<file path="config.mk">
export PLATFORM = sky130hd
export DESIGN_NAME = hgpl_top
export DESIGN_NICKNAME = d
export VERILOG_FILES = /design/src/logic/hgpl_pkg.sv /design/src/logic/hgpl_top.sv
export SDC_FILE = /design/constraint.sdc
export NUM_CORES = 1
export LEC_CHECK = 0
export BUFFER_PORTS_ARGS = -buffer_cell sky130_fd_sc_hd__buf_2
export CAP_MARGIN = 20
export CORE_ASPECT_RATIO = 1.25
export CORE_MARGIN = 2
export CORE_UTILIZATION = 35
export CTS_CLUSTER_SIZE = 12
export DETAILED_ROUTE_END_ITERATION = 10
export PLACE_DENSITY = 0.62
export SLEW_MARGIN = 0
export SYNTH_ARGS = -nofsm -noshare
export SYNTH_HDL_FRONTEND = slang
export SYNTH_SLANG_ARGS = --single-unit
</file>
<file path="constraint.sdc">
create_clock -name aclk -period 3 [get_ports aclk]
set_input_delay 0.3 -clock aclk [delete_from_list [all_inputs] [get_ports aclk]]
set_output_delay 0.3 -clock aclk [all_outputs]
set_load 0.01 [all_outputs]
</file>
<file path="src/logic/hgpl_pkg.sv">
// Constants and types for the horizontal genlock loop logic
package hgpl_pkg;
  // Clock rate and derived times
  localparam int CLK_PERIOD_PS = 4000;
  localparam int SYNC_DELAY_NS = 200;
  localparam int SYNC_DELAY_CYC = (SYNC_DELAY_NS * 1000) / CLK_PERIOD_PS;
  localparam int LOCK_WIN_NS = 50;
  localparam int LOCK_WIN_CYC_I = (LOCK_WIN_NS * 1000) / CLK_PERIOD_PS;
  localparam int LOCK_WIN_CYC = (LOCK_WIN_CYC_I < 1) ? 1 : LOCK_WIN_CYC_I;
  localparam int FAST_WIN_CYC = 4 * LOCK_WIN_CYC;
  localparam int CNT_W = 12;
  localparam int ERR_W = 12;
  localparam int PULSE_CYC = 8;
  // Divisor table
  localparam logic [CNT_W-1:0] DIV_0 = 12'd851;
  localparam logic [CNT_W-1:0] DIV_1 = 12'd864;
  localparam logic [CNT_W-1:0] DIV_2 = 12'd944;
  localparam logic [CNT_W-1:0] DIV_3 = 12'd1135;
  localparam logic [CNT_W-1:0] DIV_4 = 12'd682;
  localparam logic [CNT_W-1:0] DIV_5 = 12'd858;
  localparam logic [CNT_W-1:0] DIV_6 = 12'd780;
  localparam logic [CNT_W-1:0] DIV_7 = 12'd910;
  // AXI register map
  localparam logic [7:0] REG_CTRL = 8'h00;
  localparam logic [7:0] REG_STATUS = 8'h04;
  localparam logic [7:0] REG_IRQ_STAT = 8'h08;
  localparam logic [7:0] REG_IRQ_MASK = 8'h0C;
  localparam logic [7:0] REG_PHASE = 8'h10;
  localparam logic [31:0] CTRL_RESET = 32'h0000_0000;
  localparam logic [31:0] MASK_RESET = 32'h0000_0000;
  localparam logic [1:0] RESP_OKAY = 2'b00;
  localparam logic [1:0] RESP_SLVERR = 2'b10;
  // Event bit positions
  localparam int EV_LOCK = 0;
  localparam int EV_UNLOCK = 1;
  localparam int EV_FASTRST = 2;
  localparam int EV_W = 3;
  // Mode code
  typedef enum logic [1:0] {
    HGPL_NORMAL = 2'b00,
    HGPL_FAST = 2'b01,
    HGPL_COAST = 2'b10
  } hgpl_mode_t;
  // Phase detector state, one-hot
  typedef enum logic [2:0] {
    HGPL_IDLE = 3'b001,
    HGPL_UP = 3'b010,
    HGPL_DOWN = 3'b100
  } hgpl_pd_t;
endpackage

</file>
<file path="src/logic/hgpl_top.sv">
// Horizontal genlock loop: sync delay, divider, detector, lock flag
//
// Decided for this implementation: the AXI4-Lite slave port and the address map.
`timescale 1ns/1ps
module hgpl_top
  import hgpl_pkg::*;
(
  input wire logic aclk,
  input wire logic aresetn,
  input wire logic clk_en,
  input wire logic line_sync_n,
  input wire logic divisor_select_msb,
  input wire logic divisor_select_mid,
  input wire logic divisor_select_lsb,
  input wire logic divider_source_sel,
  input wire logic hold_mode_high,
  input wire logic hold_mode_low,
  input wire logic feedback_divider_pin_i,
  output logic feedback_divider_pin_o,
  output logic feedback_divider_pin_oe,
  output logic clock_out_en,
  output logic pump_up,
  output logic pump_down,
  output logic pump_oe,
  output logic lock_indicator_flag,
  output logic irq,
  input wire logic [7:0] s_axi_awaddr,
  input wire logic s_axi_awvalid,
  output logic s_axi_awready,
  input wire logic [31:0] s_axi_wdata,
  input wire logic [3:0] s_axi_wstrb,
  input wire logic s_axi_wvalid,
  output logic s_axi_wready,
  output logic [1:0] s_axi_bresp,
  output logic s_axi_bvalid,
  input wire logic s_axi_bready,
  input wire logic [7:0] s_axi_araddr,
  input wire logic s_axi_arvalid,
  output logic s_axi_arready,
  output logic [31:0] s_axi_rdata,
  output logic [1:0] s_axi_rresp,
  output logic s_axi_rvalid,
  input wire logic s_axi_rready
);

  // Synchronisers for pin inputs: first stage feeds only second stage
  logic [6:0] pin_s1;
  logic [6:0] pin_s2;
  always_ff @(posedge aclk) begin
    if (!aresetn) begin
      pin_s1 <= 7'h7F;
      pin_s2 <= 7'h7F;
    end else if (clk_en) begin
      pin_s1 <= {line_sync_n, divisor_select_msb, divisor_select_mid,
                 divisor_select_lsb, divider_source_sel, hold_mode_high,
                 hold_mode_low};
      pin_s2 <= pin_s1;
    end
  end
  logic sync_n_s;
  logic [2:0] sel_s;
  logic src_int;
  logic hm_hi;
  logic hm_lo;
  assign sync_n_s = pin_s2[6];
  assign sel_s = pin_s2[5:3];
  assign src_int = pin_s2[2];
  assign hm_hi = pin_s2[1];
  assign hm_lo = pin_s2[0];

  // External feedback synchroniser
  logic fb_s1;
  logic fb_s2;
  always_ff @(posedge aclk) begin
    if (!aresetn) begin
      fb_s1 <= 1'b0;
      fb_s2 <= 1'b0;
    end else if (clk_en) begin
      fb_s1 <= feedback_divider_pin_i;
      fb_s2 <= fb_s1;
    end
  end

  // Control register bits from software
  logic [31:0] ctrl;
  logic sw_override;
  logic [1:0] sw_mode;
  assign sw_override = ctrl[2];
  assign sw_mode = ctrl[1:0];

  // Three-level hold input decoded from two comparator levels
  hgpl_mode_t mode;
  always_comb begin
    if (sw_override) begin
      mode = hgpl_mode_t'(sw_mode);
    end else if (hm_hi) begin
      mode = HGPL_COAST;
    end else if (!hm_lo) begin
      mode = HGPL_NORMAL;
    end else begin
      mode = HGPL_FAST;
    end
  end

  // Divisor lookup
  logic [CNT_W-1:0] div_n;
  always_comb begin
    case (sel_s)
      3'b000: div_n = DIV_0;
      3'b001: div_n = DIV_1;
      3'b010: div_n = DIV_2;
      3'b011: div_n = DIV_3;
      3'b100: div_n = DIV_4;
      3'b101: div_n = DIV_5;
      3'b110: div_n = DIV_6;
      default: div_n = DIV_7;
    endcase
  end

  // Sync delay line; its falling edge is the phase reference
  logic [SYNC_DELAY_CYC-1:0] dly;
  logic sync_prev;
  logic ref_edge;
  always_ff @(posedge aclk) begin
    if (!aresetn) begin
      dly <= '1;
      sync_prev <= 1'b1;
    end else if (clk_en) begin
      dly <= {dly[SYNC_DELAY_CYC-2:0], sync_n_s};
      sync_prev <= dly[SYNC_DELAY_CYC-1];
    end
  end
  assign ref_edge = sync_prev && !dly[SYNC_DELAY_CYC-1];

  // Divide-by-N counter; feedback rises at count zero
  logic [CNT_W-1:0] cnt;
  logic int_fb;
  logic fast_reset;
  always_ff @(posedge aclk) begin
    if (!aresetn) begin
      cnt <= '0;
    end else if (clk_en) begin
      if (fast_reset) begin
        cnt <= '0;
      end else if (cnt >= div_n - 12'd1) begin
        cnt <= '0;
      end else begin
        cnt <= cnt + 12'd1;
      end
    end
  end
  assign int_fb = (cnt < (div_n >> 1));

  // Feedback choice and its rising edge
  logic fb_sel;
  logic fb_prev;
  logic fb_edge;
  assign fb_sel = src_int ? int_fb : fb_s2;
  always_ff @(posedge aclk) begin
    if (!aresetn) begin
      fb_prev <= 1'b1;
    end else if (clk_en) begin
      // A restart must show as a fresh edge, even if feedback was high
      fb_prev <= fast_reset ? 1'b0 : fb_sel;
    end
  end
  assign fb_edge = fb_sel && !fb_prev;

  // Feedback pin drive and clock output enable
  always_ff @(posedge aclk) begin
    if (!aresetn) begin
      feedback_divider_pin_o <= 1'b0;
      feedback_divider_pin_oe <= 1'b0;
      clock_out_en <= 1'b0;
    end else if (clk_en) begin
      feedback_divider_pin_o <= int_fb;
      feedback_divider_pin_oe <= src_int;
      clock_out_en <= 1'b1;
    end
  end

  // Phase/frequency detector: whichever edge comes first leads
  hgpl_pd_t pd;
  hgpl_pd_t next_pd;
  logic [ERR_W-1:0] err_cnt;
  logic [ERR_W-1:0] last_err;
  logic last_sign;
  logic err_done;
  always_comb begin
    next_pd = pd;
    case (pd)
      HGPL_IDLE: begin
        if (ref_edge && fb_edge) begin
          next_pd = HGPL_IDLE;
        end else if (ref_edge) begin
          next_pd = HGPL_UP;
        end else if (fb_edge) begin
          next_pd = HGPL_DOWN;
        end
      end
      HGPL_UP: begin
        if (fb_edge) begin
          next_pd = HGPL_IDLE;
        end
      end
      HGPL_DOWN: begin
        if (ref_edge) begin
          next_pd = HGPL_IDLE;
        end
      end
      default: next_pd = HGPL_IDLE;
    endcase
    // A restart counts as sync leading; its forced edge closes the
    // measurement next cycle, else it would open a false sink phase
    if (fast_reset) begin
      next_pd = HGPL_UP;
    end
    if (mode == HGPL_COAST) begin
      next_pd = HGPL_IDLE;
    end
  end
  assign err_done = (pd != HGPL_IDLE) && (next_pd == HGPL_IDLE);

  // Detector state and error measurement
  always_ff @(posedge aclk) begin
    if (!aresetn) begin
      pd <= HGPL_IDLE;
      err_cnt <= '0;
      last_err <= '0;
      last_sign <= 1'b0;
    end else if (clk_en) begin
      pd <= next_pd;
      if ((pd == HGPL_IDLE) || fast_reset) begin
        err_cnt <= '0; // Restart measures from the reference edge
      end else if (err_cnt != '1) begin
        err_cnt <= err_cnt + 12'd1; // saturates on missing edges
      end
      if (err_done) begin
        last_err <= err_cnt;
        last_sign <= (pd == HGPL_UP);
      end
    end
  end

  // Large last error of either sign, or a second sync edge while sourcing, in fast mode with the internal divider restarts the counter
  assign fast_reset = (mode == HGPL_FAST) && src_int && ref_edge &&
    ((pd == HGPL_UP) || (last_err >= FAST_WIN_CYC[ERR_W-1:0]));

  // Charge pump commands; floats when idle or coasting
  always_ff @(posedge aclk) begin
    if (!aresetn) begin
      pump_up <= 1'b0;
      pump_down <= 1'b0;
      pump_oe <= 1'b0;
    end else if (clk_en) begin
      pump_up <= (next_pd == HGPL_UP);
      pump_down <= (next_pd == HGPL_DOWN);
      pump_oe <= (next_pd != HGPL_IDLE);
    end
  end

  // Lock judgement: each measured error compared to the window
  logic locked;
  logic [3:0] pulse_cnt;
  logic ev_lock;
  logic ev_unlock;
  logic in_win;
  assign in_win = last_err < LOCK_WIN_CYC[ERR_W-1:0];
  always_ff @(posedge aclk) begin
    if (!aresetn) begin
      locked <= 1'b0;
    end else if (clk_en && err_done) begin
      locked <= err_cnt < LOCK_WIN_CYC[ERR_W-1:0];
    end
  end
  assign ev_lock = clk_en && err_done && !locked &&
    (err_cnt < LOCK_WIN_CYC[ERR_W-1:0]);
  assign ev_unlock = clk_en && err_done && locked &&
    !(err_cnt < LOCK_WIN_CYC[ERR_W-1:0]);

  // Out of lock the flag pulses high once per reference edge
  always_ff @(posedge aclk) begin
    if (!aresetn) begin
      pulse_cnt <= '0;
      lock_indicator_flag <= 1'b1;
    end else if (clk_en) begin
      if (ref_edge && !locked) begin
        pulse_cnt <= 4'(PULSE_CYC);
      end else if (pulse_cnt != '0) begin
        pulse_cnt <= pulse_cnt - 4'd1;
      end
      // A pulse begun out of lock runs its full length so the pin
      // always shows a usable width; it may outlast a new lock briefly
      lock_indicator_flag <= (pulse_cnt != '0);
    end
  end

  // AXI4-Lite write path: address and data in either order
  logic aw_held;
  logic w_held;
  logic [7:0] aw_addr;
  logic [31:0] w_data;
  logic [3:0] w_strb;
  logic do_write;
  logic [EV_W-1:0] irq_mask;
  assign do_write = aw_held && w_held && !s_axi_bvalid;
  always_ff @(posedge aclk) begin
    if (!aresetn) begin
      aw_held <= 1'b0;
      w_held <= 1'b0;
      aw_addr <= '0;
      w_data <= '0;
      w_strb <= '0;
      s_axi_awready <= 1'b0;
      s_axi_wready <= 1'b0;
      s_axi_bvalid <= 1'b0;
      s_axi_bresp <= RESP_OKAY;
      ctrl <= CTRL_RESET;
      irq_mask <= MASK_RESET[EV_W-1:0];
    end else if (clk_en) begin
      s_axi_awready <= !aw_held && !s_axi_awready;
      s_axi_wready <= !w_held && !s_axi_wready;
      if (s_axi_awvalid && s_axi_awready) begin
        aw_held <= 1'b1;
        aw_addr <= s_axi_awaddr;
      end
      if (s_axi_wvalid && s_axi_wready) begin
        w_held <= 1'b1;
        w_data <= s_axi_wdata;
        w_strb <= s_axi_wstrb;
      end
      if (do_write) begin
        aw_held <= 1'b0;
        w_held <= 1'b0;
        s_axi_bvalid <= 1'b1;
        s_axi_bresp <= RESP_OKAY;
        case (aw_addr)
          REG_CTRL: if (w_strb[0]) ctrl[2:0] <= w_data[2:0];
          REG_IRQ_MASK: if (w_strb[0]) irq_mask <= w_data[EV_W-1:0];
          REG_STATUS, REG_IRQ_STAT, REG_PHASE: ;
          default: s_axi_bresp <= RESP_SLVERR;
        endcase
      end else if (s_axi_bvalid && s_axi_bready) begin
        s_axi_bvalid <= 1'b0;
      end
    end
  end

  // Sticky events; a read of the IRQ status clears, but a set wins
  logic [EV_W-1:0] irq_stat;
  logic rd_stat;
  always_ff @(posedge aclk) begin
    if (!aresetn) begin
      irq_stat <= '0;
    end else if (clk_en) begin
      irq_stat <= (rd_stat ? '0 : irq_stat) |
        {fast_reset, ev_unlock, ev_lock};
    end
  end
  always_ff @(posedge aclk) begin
    if (!aresetn) begin
      irq <= 1'b0;
    end else if (clk_en) begin
      irq <= |(irq_stat & irq_mask);
    end
  end

  // AXI4-Lite read path
  assign rd_stat = s_axi_arvalid && s_axi_arready &&
    (s_axi_araddr == REG_IRQ_STAT);
  always_ff @(posedge aclk) begin
    if (!aresetn) begin
      s_axi_arready <= 1'b0;
      s_axi_rvalid <= 1'b0;
      s_axi_rdata <= '0;
      s_axi_rresp <= RESP_OKAY;
    end else if (clk_en) begin
      s_axi_arready <= !s_axi_rvalid && !s_axi_arready;
      if (s_axi_arvalid && s_axi_arready) begin
        s_axi_rvalid <= 1'b1;
        s_axi_rresp <= RESP_OKAY;
        case (s_axi_araddr)
          REG_CTRL: s_axi_rdata <= {29'h0, ctrl[2:0]};
          REG_STATUS: s_axi_rdata <= {24'h0, pump_oe, pump_down, pump_up,
            locked, src_int, mode, lock_indicator_flag};
          REG_IRQ_STAT: s_axi_rdata <= {29'h0, irq_stat};
          REG_IRQ_MASK: s_axi_rdata <= {29'h0, irq_mask};
          REG_PHASE: s_axi_rdata <= {19'h0, last_sign, last_err};
          default: begin
            s_axi_rdata <= '0;
            s_axi_rresp <= RESP_SLVERR;
          end
        endcase
      end else if (s_axi_rvalid && s_axi_rready) begin
        s_axi_rvalid <= 1'b0;
      end
    end
  end

  logic unused_ok;
  assign unused_ok = in_win;
endmodule

</file>
==> flow_summary.yaml, run 1 <==
place:
  numPortBuffers: 63
  place_congestion: 0.793
  dp_hpwl_mm: 11.3
  placed_cell_area_sq_mm: 0.00809
  pre_cts_slack_ps: -101
grt:
  grt_max_degree: 97
  grt_pass1_vias: 5501
  grt.overflow.total: 0
  grt_pass1_wl_mm: 27.0
  antenna_found_initial: 0
  grtUsageTotal_pct: 14.6
timing:
  finalClockSkew_ps: 8.54
  fin_ws_ps: 14.5
  slew_headroom_pct: 33.8
  drv_slew: 0
  hold_viol: 0
  max_slew.worst_pin.slew_ps: 984
  fmaxAchievable_mhz: 335
  finalSetupViolations: 0
  rsz0062_at_grt: "yes"
  finalCriticalPeriod_ps: 2990
  min_period_over_period_pct: 99.5
logic_synthesis:
  yosysSeqAreaShare_pct: 43.9
  synth_top_area_share_pct: 43.9
  yosysMostFrequentCell: "dfxtp_1"
  syn-cell-area_sq_mm: 0.00748
  ys_warn_count: 0
  synth-edff-count: 0
  syn_inst: 837
  ys_ff_latch: 164
  yosysTopAreaCell: "dfxtp_1"
  ys_types: 61
  synthArstFlopShare_pct: 0
  synth.top_cells.by_area: "dfxtp_1, mux2i_1, nand2_1, ha_1, a21oi_1"
  synth_commonest_cells: "dfxtp_1, nand2_1, mux2i_1"
  syn_area_per_cell_sq_um: 8.93
  ys.flop_type: "dfxtp_1"
final_layout:
  drive_gt1_share_pct: 17.3
  num_antenna_cells: 0
  final_area_sq_mm: 0.00884
  fillers: 2049
  area_growth_pct: 18.3
  nets: 1003
routing:
  drc: 0
  wl_mm: 16.6
  via_count: 5956
  drtAntennaViolNets: 0
  wl_per_cell_um: 13.9
  drtPass1Iterations: 5
  viasPerCell: 4.98
  drt-initial-drc-count: 319
clock_tree:
  clock_latency_ps: 420
  cts_tree: "yes"
  h-tree-depth: 4
  root_buffer: "clkbuf_16"
  clkTransAtPathRegs_ps: 70
  cts_hold_buf: 0
  cts_buffers: 17
  numClockSinks: 164
  clk_path_buf_depth: 2
worst_setup_path:
  worstSetupPathType: "reg2reg"
  required_ps: 3360
  cp-start-kind: "flip-flop"
  cp.arrival_ps: 3340
  cp-end-kind: "flip-flop"
  crit_fanout: 5
power_and_ir_drop:
  p_per_area_mw_per_mm2: 562
  p_leak_uw: 0.00375
  vdd_drop_max_mv: 0.397
floorplanning:
  io_pins: 117
  core_area_sq_mm: 0.0209
  design.die.area_sq_mm: 0.0226
  die_w_um: 135
  dieHeight_um: 167
  row_count: 59
  initial_core_util_pct: 35.8
job:
  max_cap_violations: 0
outcome:
  status: "finished, final reports clean"
worst_hold_path:
  min_path_type: "in2reg"
## state kept, by name, indices dropped and copies added, names as in the netlist, 3 cells and up
| register | flops |
|---|---|
| aw_addr | 8 |
| cnt | 12 |
| ctrl | 3 |
| dly | 50 |
| err_cnt | 12 |
| irq_mask | 3 |
| irq_stat | 3 |
| last_err | 12 |
| pd | 3 |
| pin_s1 | 7 |
| pin_s2 | 7 |
| pulse_cnt | 4 |
| s_axi_rdata | 13 |
| w_data | 3 |
## final cells by class
| class | instances | area, sq um | share of cell area [%] |
|---|---|---|---|
| flip-flops and latches | 164 | 3290 | 37.2 |
| clock buffers | 18 | 439 | 4.97 |
| multi-input cells | 618 | 3980 | 45.0 |
| repair buffers | 95 | 594 | 6.72 |
| inverters | 13 | 48.8 | 0.552 |
| well taps | 274 | 343 | 3.88 |
| clock inverters | 13 | 151 | 1.71 |
## critical path, stage by stage (launching register included)
cell and delay (ps):
dfxtp_2 360, or3b_4 400, nand2_4 80, ha_4 130, nor2_1 40, nor2_1 80
a21oi_1 70, ha_1 290, a21o_1 170, a21oi_2 130, nor4b_2 190, o21ai_1 140
a2111oi_4 370, buf_6 160, buf_6 110, a21oi_1 70, a31oi_1 140
## kinds of logic (layout without fill, tap and decap cells)
group,Yosys count,after routing,share of synthesized area [%]
xor+xnor,17,17,1.99
buf+inv,77,139,5.29
flops,164,164,43.9
mux,89,89,12.0
other cells,2,22,0.100
compound gates,156,158,13.2
fa+ha+maj,26,26,4.35
simple gates,306,306,19.2
## per-layer routing
metal	vias to the layer above	track usage (%)	wire, um
met2	98	24.6	8100
met1	2776	18.2	7680
met4	0	5.63	310
met3	23	3.09	545
met5	-	0	0
li1	3059	-	-
## path summary, 6_finish.rpt
check / start / endpoint / slack, ps / cells past startpoint
worst max-delay path: pin_s2[3]$_SDFFE_PN1P_ / cnt[4]$_SDFFE_PN0P_ / 10 / 16
worst max register to register: pin_s2[3]$_SDFFE_PN1P_ / cnt[4]$_SDFFE_PN0P_ / 10 / 16
worst min register to register: s_axi_rdata[9]$_SDFFE_PN0P_ / s_axi_rdata[9]$_SDFFE_PN0P_ / 450 / 2
worst min-delay path: divisor_select_msb / pin_s1[5]$_SDFFE_PN1P_ / 90 / 3
## through the flow
stage	power [uW]	util (%)	hold slack (ps)	TNS, ps	instances
6_report	4970	42.3	87.7	0	1195
4_1_cts	5020	42.1	72.6	-365	1192
3_5_place_dp	2820	38.7	444	-495	1157
5_1_grt	5180	42.3	92.3	-1330	1195
3_3_place_gp	2810	38.7	439	-265	1157
2_1_floorplan	2700	-	428	0	857
## power by group
part,switching [uW],internal (uW),total [uW]
combinational,291,209,499
sequential,59.1,2240,2300
clock,916,1260,2170
## cell usage in the layout, fill, tap and decap left out, types with 11 or more instances in the layout
| cell type | instances |
|---|---|
| clkbuf_16 | 17 |
| buf_4 | 28 |
| and3_1 | 11 |
| buf_2 | 62 |
| o21ai_0 | 32 |
| nand3_1 | 34 |
| inv_1 | 12 |
| nor2_1 | 73 |
| conb_1 | 22 |
| mux2i_1 | 86 |
| nand2_1 | 115 |
| nor3_1 | 15 |
| a21oi_1 | 59 |
| ha_1 | 25 |
| dfxtp_1 | 161 |
## what timing repair did
action	CTS	global route
gates resized for setup	20	10
pin swaps	7	7
buffers inserted	4	1
cloned	0	2
setup endpoints to repair	14	27
Note: power is estimated with default switching activity, not from simulation.
==> inputs of run 2 (changes only) <==
- ABC_AREA: not set -> 1
- MAX_ROUTING_LAYER: not set -> met4
- PLACE_DENSITY: 0.62 -> not set
- PLACE_DENSITY_LB_ADDON: not set -> 0.2
==> run 2 against run 1 <==
Effect of this change: non-clock buffer count decreased by 10; area after synthesis decreased by 2.2%; sequential power increased by 3%; global-route usage increased by 1.4 points; worst hold slack got worse by 8.3 ps; largest cell class unchanged; largest power group is now the clock network; clock power increased by 12%; synthesized cell count increased by 18%.
==> flow_summary.yaml, run 2 <==
worst_setup_path:
  path_common_cell: "nand2_2"
  critPathTopFamily: "simple AND/OR/NAND/NOR gates"
  cp.arrival_ps: 2980
  crit_fanout: 14
  path_buf_inv: 3
  r2r_cells: 18
  rr_endpoint: "locked$_SDFFE_PN0N_"
  cp-end-kind: "flip-flop"
  cpMaxStageDelayCell: "dfxtp_1"
  worstSetupPathType: "reg2reg"
  required_ps: 3310
  rr_startpoint: "pin_s2[3]$_SDFFE_PN1P_"
  cp-start-kind: "flip-flop"
  path_depth: 18
  critPathMaxStageDelay_ps: 320
  worst-r2r-setup-slack_ps: 330
  cp_cell_sequence: "inv_2 > nand2_2 > buf_4 > nor2_1 > nor3b_1 > ha_1 > a21o_1 > nand3_1 > a21oi_1 > nor2_1 > nand3_2 > nand2_2 > nand2_2 > a21oi_4 > nand4_4 > buf_4 > nand2_1 > a21oi_1"
routing:
  drtAntennaViolNets: 0
  drt-initial-drc-count: 443
  wl_per_cell_um: 12.6
  wl_mm: 16.8
  viasPerCell: 4.74
  drtPass1Iterations: 4
  via_count: 6323
  drc: 0
job:
  max_cap_violations: 0
logic_synthesis:
  synth.top_cells.by_area: "dfxtp_1, nand2_1, a21oi_1, nand3_1, ha_1"
  ys_types: 46
  syn-cell-area_sq_mm: 0.00731
  syn_area_per_cell_sq_um: 7.42
  synth_top_area_share_pct: 44.9
  yosysMostFrequentCell: "nand2_1"
  synth_commonest_cells: "nand2_1, dfxtp_1, a21oi_1"
  ys.flop_type: "dfxtp_1"
  yosysSeqAreaShare_pct: 44.9
  syn_inst: 985
  synth-edff-count: 0
  yosysTopAreaCell: "dfxtp_1"
  ys_ff_latch: 164
  ys_warn_count: 0
  synthArstFlopShare_pct: 0
final_layout:
  nets: 1141
  area_growth_pct: 17.4
  drive_gt1_share_pct: 14.2
  num_antenna_cells: 0
  largestRegisters: "dly (50), s_axi_rdata (13)"
  layout_common_cells: "nand2_1, dfxtp_1, a21oi_1, nand3_1, inv_1"
  final_cells: 1334
  largest_reg_flops: 50
  layout_commonest_cell: "nand2_1"
  regMostFlops: "dly"
place:
  dp_hpwl_mm: 11.5
  place_congestion: 0.835
  dp_cells: 1298
  numPortBuffers: 63
clock_tree:
  clkTransAtPathRegs_ps: 70
  root_buffer: "clkbuf_16"
  clk_path_buf_depth: 2
  cts_buffers: 17
  numClockSinks: 164
  h-tree-depth: 4
  clock_latency_ps: 430
  cts_tree: "yes"
floorplanning:
  design.die.area_sq_mm: 0.0221
  initial_core_util_pct: 35.4
  io_pins: 117
  dieHeight_um: 166
  core_area_sq_mm: 0.0207
  row_count: 59
  die_w_um: 133
worst_hold_path:
  hold-path-cell-count: 3
  holdPathEnd: "pin_s1[3]$_SDFFE_PN1P_"
  min_from: "divisor_select_lsb"
  min_path_type: "in2reg"
power_and_ir_drop:
  swShare_pct: 24.5
  comb_power_share_pct: 10.1
  vdd_drop_max_mv: 0.429
  p_sw_uw: 1300
  seqPwrFrac_pct: 44.4
  p_per_area_mw_per_mm2: 620
  p_leak_uw: 0.00385
  pwr-share-clk_pct: 45.6
  p_int_uw: 4020
timing:
  finalSetupViolations: 0
  finalClockSkew_ps: 13.3
  min_period_over_period_pct: 88.8
  fin_tns_setup_ps: 0
  drv_slew: 0
  max_slew.worst_pin.slew_ps: 812
  hold_viol: 0
  rsz0062_at_grt: "no"
  fmaxAchievable_mhz: 375
  finalCriticalPeriod_ps: 2670
  slew_headroom_pct: 45.4
grt:
  grt.overflow.total: 0
  grt_pass1_wl_mm: 28.1
  grt_max_degree: 78
  grt_pass1_vias: 5776
  grtUsageTotal_pct: 16.0
  antenna_found_initial: 0
outcome:
  status: "finished, final reports clean"
-- run 2: cell types whose count changed after synthesis, sizes merged, moves of 10 or more --
cell / change
a21oi: +38
nand2: +157
nor2: -27
nand2b: -10
mux2i: -86
and3: -11
inv: +72
o21ai: +17
nand3: +58
-- run 2: layer usage --
metal  vias up  global-route usage, %  wire, um
li1       3329                      -         -
met1      2875                   20.7      8200
met2        97                   24.8      7790
met3        22                   3.12       497
met4         0                   5.78       272
met5         -                      -         0
-- run 2: kinds of logic after synthesis --
family / synth area share, %
AOI/OAI and AO/OA: 13.8
xor gates and xnor gates: 1.08
adders and majority gates: 4.45
buffers and inverters: 8.86
DFF: 44.9
other: 0.103
and+or+nand+nor: 26.8
-- run 2: worst max path at each step --
stage | startpoint | slack (ps) | end
final | pin_s2[3]$_SDFFE_PN1P_ | 330 | locked$_SDFFE_PN0N_
after global routing | pin_s2[4]$_SDFFE_PN1P_ | 20 | irq_stat[0]$_SDFFE_PN0P_
after CTS | pin_s2[4]$_SDFFE_PN1P_ | 220 | cnt[5]$_SDFFE_PN0P_
after detailed placement | pin_s2[4]$_SDFFE_PN1P_ | 230 | cnt[6]$_SDFFE_PN0P_
after global placement | pin_s2[4]$_SDFFE_PN1P_ | 240 | cnt[5]$_SDFFE_PN0P_
after floorplan | pin_s2[3]$_SDFFE_PN1P_ | 480 | last_sign$_SDFFE_PN0N_
-- run 2: cell type report --
class / count / area [sq um]
flip-flops and latches: 164 / 3290
clock buffers: 20 / 457
clock inverters: 12 / 201
repair buffers: 85 / 520
multi-input cells: 693 / 3460
well taps: 274 / 343
fillers: 2158 / 12100
inverters: 86 / 323
-- run 2: timing repair --
item,4_1_cts,5_1_grt
endpoints found under the hold margin,0,0
resized for setup,0,3
setup buffers,0,4
hold buffers,0,0
setup endpoints to repair,0,25
-- run 2: worst register-to-register path, delay by kind of cell, from the launching register on --
kind            cells  cell delay [ps]
simple gates       10             1120
compound gates      4              470
buf+inv             3              460
flops               1              320
fa+ha+maj           1              180
-- run 2: power groups by stage --
stage          Sequential, uW  Clock [uW]  Combinational, uW
3_3_place_gp             2410           0                530
2_1_floorplan            2400           0                403
3_5_place_dp             2410           0                538
6_report                 2360        2430                537
5_1_grt                  2370        2570                623
4_1_cts                  2360        2480                539
-- run 2: per-stage QoR --
| step | worst slack, ps | instance area (sq um) | util [%] | power [uW] | hold slack, ps |
|---|---|---|---|---|---|
| 2_1_floorplan | 483 | 7390 | - | 2800 | 412 |
| 3_3_place_gp | 242 | 7880 | 38.1 | 2940 | 425 |
| 3_5_place_dp | 233 | 7880 | 38.1 | 2950 | 430 |
| 4_1_cts | 217 | 8540 | 41.3 | 5380 | 60.8 |
| 5_1_grt | 16.7 | 8590 | 41.5 | 5570 | 83.1 |
| 6_report | 335 | 8590 | 41.5 | 5330 | 79.4 |
==> inputs of run 3 (changes only) <==
- REMOVE_ABC_BUFFERS: not set -> 1
==> run 3 against run 2 <==
Effect of this change: register-to-register slack got worse by 90 ps; critical path depth grew 3; power is 5.8% lower; sequential power hardly changed; die area stayed put.
==> flow_summary.yaml, run 3 (same netlist as run 2, synthesis figures left out) <==
outcome:
  status: "finished, final reports clean"
timing:
  rsz0062_at_grt: "no"
  drv_slew: 0
  finalClockSkew_ps: 9.55
  slew_headroom_pct: 45.2
  hold_viol: 0
  fmaxAchievable_mhz: 363
  finalSetupViolations: 0
  max_slew.worst_pin.slew_ps: 822
  timing.hold.ws_ps: 81.7
  min_period_over_period_pct: 91.9
  fin_tns_setup_ps: 0
  finalCriticalPeriod_ps: 2760
worst_setup_path:
  worstSetupPathType: "reg2reg"
  worst-r2r-setup-slack_ps: 240
  rr_startpoint: "pin_s2[3]$_SDFFE_PN1P_"
  required_ps: 3350
  critPathMaxStageDelay_ps: 360
  cp.arrival_ps: 3110
  startpoint: "pin_s2[3]$_SDFFE_PN1P_"
  path_buf_inv: 3
  path_common_cell: "nand2_1"
  critPathTopFamily: "simple AND/OR/NAND/NOR gates"
  cp-end-kind: "flip-flop"
  cp-start-kind: "flip-flop"
  cp_cell_sequence: "inv_2 > nand2_2 > inv_1 > nor2_1 > nand2_1 > ha_1 > nand2_1 > xnor2_1 > ha_1 > a21oi_1 > nor2_1 > a211oi_1 > o21ai_1 > nand2_1 > nand2_1 > a21oi_1 > nand3_2 > buf_4 > nor2_1 > nand2_1 > a21oi_1"
  crit_fanout: 6
  cpMaxStageDelayCell: "dfxtp_2"
place:
  dp_hpwl_mm: 11.0
  placed_cell_area_sq_mm: 0.00785
  numPortBuffers: 63
  place_congestion: 0.817
floorplanning:
  dieHeight_um: 166
  row_count: 59
  io_pins: 117
  initial_core_util_pct: 35.4
  core_area_sq_mm: 0.0207
  die_w_um: 133
  design.die.area_sq_mm: 0.0221
power_and_ir_drop:
  vdd_drop_max_mv: 0.384
  comb_power_share_pct: 10.5
  total_power_uw: 5020
  p_int_uw: 3760
  pwr-share-clk_pct: 42.3
  p_per_area_mw_per_mm2: 593
  seqPwrFrac_pct: 47.2
  p_sw_uw: 1250
  p_leak_uw: 0.00378
  swShare_pct: 25.0
grt:
  antenna_found_initial: 0
  grt.overflow.total: 0
  grt_max_degree: 96
  grt_pass1_vias: 5816
  grtUsageTotal_pct: 15.8
  grt_pass1_wl_mm: 27.7
routing:
  via_count: 6228
  wl_per_cell_um: 12.3
  drtPass1Iterations: 4
  viasPerCell: 4.70
  drtAntennaViolNets: 0
  drt-initial-drc-count: 382
  drc: 0
  wl_mm: 16.3
final_layout:
  largestRegisters: "dly (50), s_axi_rdata (13)"
  area_growth_pct: 15.7
  drive_gt1_share_pct: 14.1
  largest_reg_flops: 50
  final_area_sq_mm: 0.00846
  layout_commonest_cell: "nand2_1"
  regMostFlops: "dly"
  num_antenna_cells: 0
  regArea_sq_mm: 0.00329
  nets: 1133
  layout_common_cells: "nand2_1, dfxtp_1, a21oi_1, nand3_1, inv_1"
  fillers: 2251
  multiInputGateArea_sq_mm: 0.00348
job:
  max_cap_violations: 0
clock_tree:
  clock_latency_ps: 430
  numClockSinks: 164
  clk_path_buf_depth: 2
  cts_tree: "yes"
  root_buffer: "clkbuf_16"
  clkTransAtPathRegs_ps: 60
  cts_buffers: 17
  cts_hold_buf: 0
  h-tree-depth: 4
  post_cts_buffers: 0
worst_hold_path:
  min_path_type: "in2reg"
  min_from: "divisor_select_msb"
[run 3: timing repair]
action / CTS / global route
gates resized for setup: 0 / 10
setup endpoints to repair: 0 / 27
hold endpoints to repair: 0 / 0
[run 3: path summary, 6_finish.rpt]
check / to / depth (start not counted)
max: cnt[2]$_SDFFE_PN0P_ / 21
min: pin_s1[5]$_SDFFE_PN1P_ / 3
max reg2reg: cnt[2]$_SDFFE_PN0P_ / 21
min reg2reg: pulse_cnt[2]$_SDFFE_PN0P_ / 1
[run 3: area by class of cell]
type / instances / share of cell area (%)
Timing Repair inverter: 1 / 0.0591
Sequential cell: 164 / 38.8
Tap cell: 274 / 4.05
Timing Repair Buffer: 76 / 5.20
Inverter: 86 / 3.86
Clock buffer: 25 / 6.09
Clock inverter: 7 / 0.813
Multi-Input combinational cell: 693 / 41.1
[run 3: worst register-to-register path, stage by stage (launching register included)]
cell,delay (ps)
dfxtp_2,360
inv_2,90
nand2_2,70
inv_1,40
nor2_1,120
nand2_1,100
ha_1,220
nand2_1,90
xnor2_1,70
ha_1,180
a21oi_1,140
nor2_1,50
a211oi_1,190
o21ai_1,120
nand2_1,70
nand2_1,50
a21oi_1,140
nand3_2,140
buf_4,180
nor2_1,80
nand2_1,60
a21oi_1,120
[run 3: metrics by stage]
stage	cells	utilization [%]	setup WS, ps
floorplan	943	-	392
global placement	1293	38.0	164
detailed placement	1293	38.0	153
CTS	1325	40.8	124
global route	1326	40.9	14.0
finish	1326	40.9	242
[run 3: power groups by stage]
| stage | clock network, uW | registers, uW | logic, uW |
|---|---|---|---|
| floorplan | 0 | 2400 | 347 |
| global placement | 0 | 2410 | 522 |
| detailed placement | 0 | 2410 | 529 |
| CTS | 2190 | 2370 | 532 |
| global route | 2280 | 2380 | 625 |
| finish | 2120 | 2370 | 526 |
[run 3: metal layers]
| metal | vias to the layer above | wire (um) | global-route usage [%] |
|---|---|---|---|
| met5 | - | 0 | - |
| met4 | 0 | 198 | 5.46 |
| met3 | 18 | 541 | 3.21 |
| met2 | 82 | 7670 | 25.4 |
| met1 | 2815 | 7890 | 19.7 |
| li1 | 3313 | - | - |
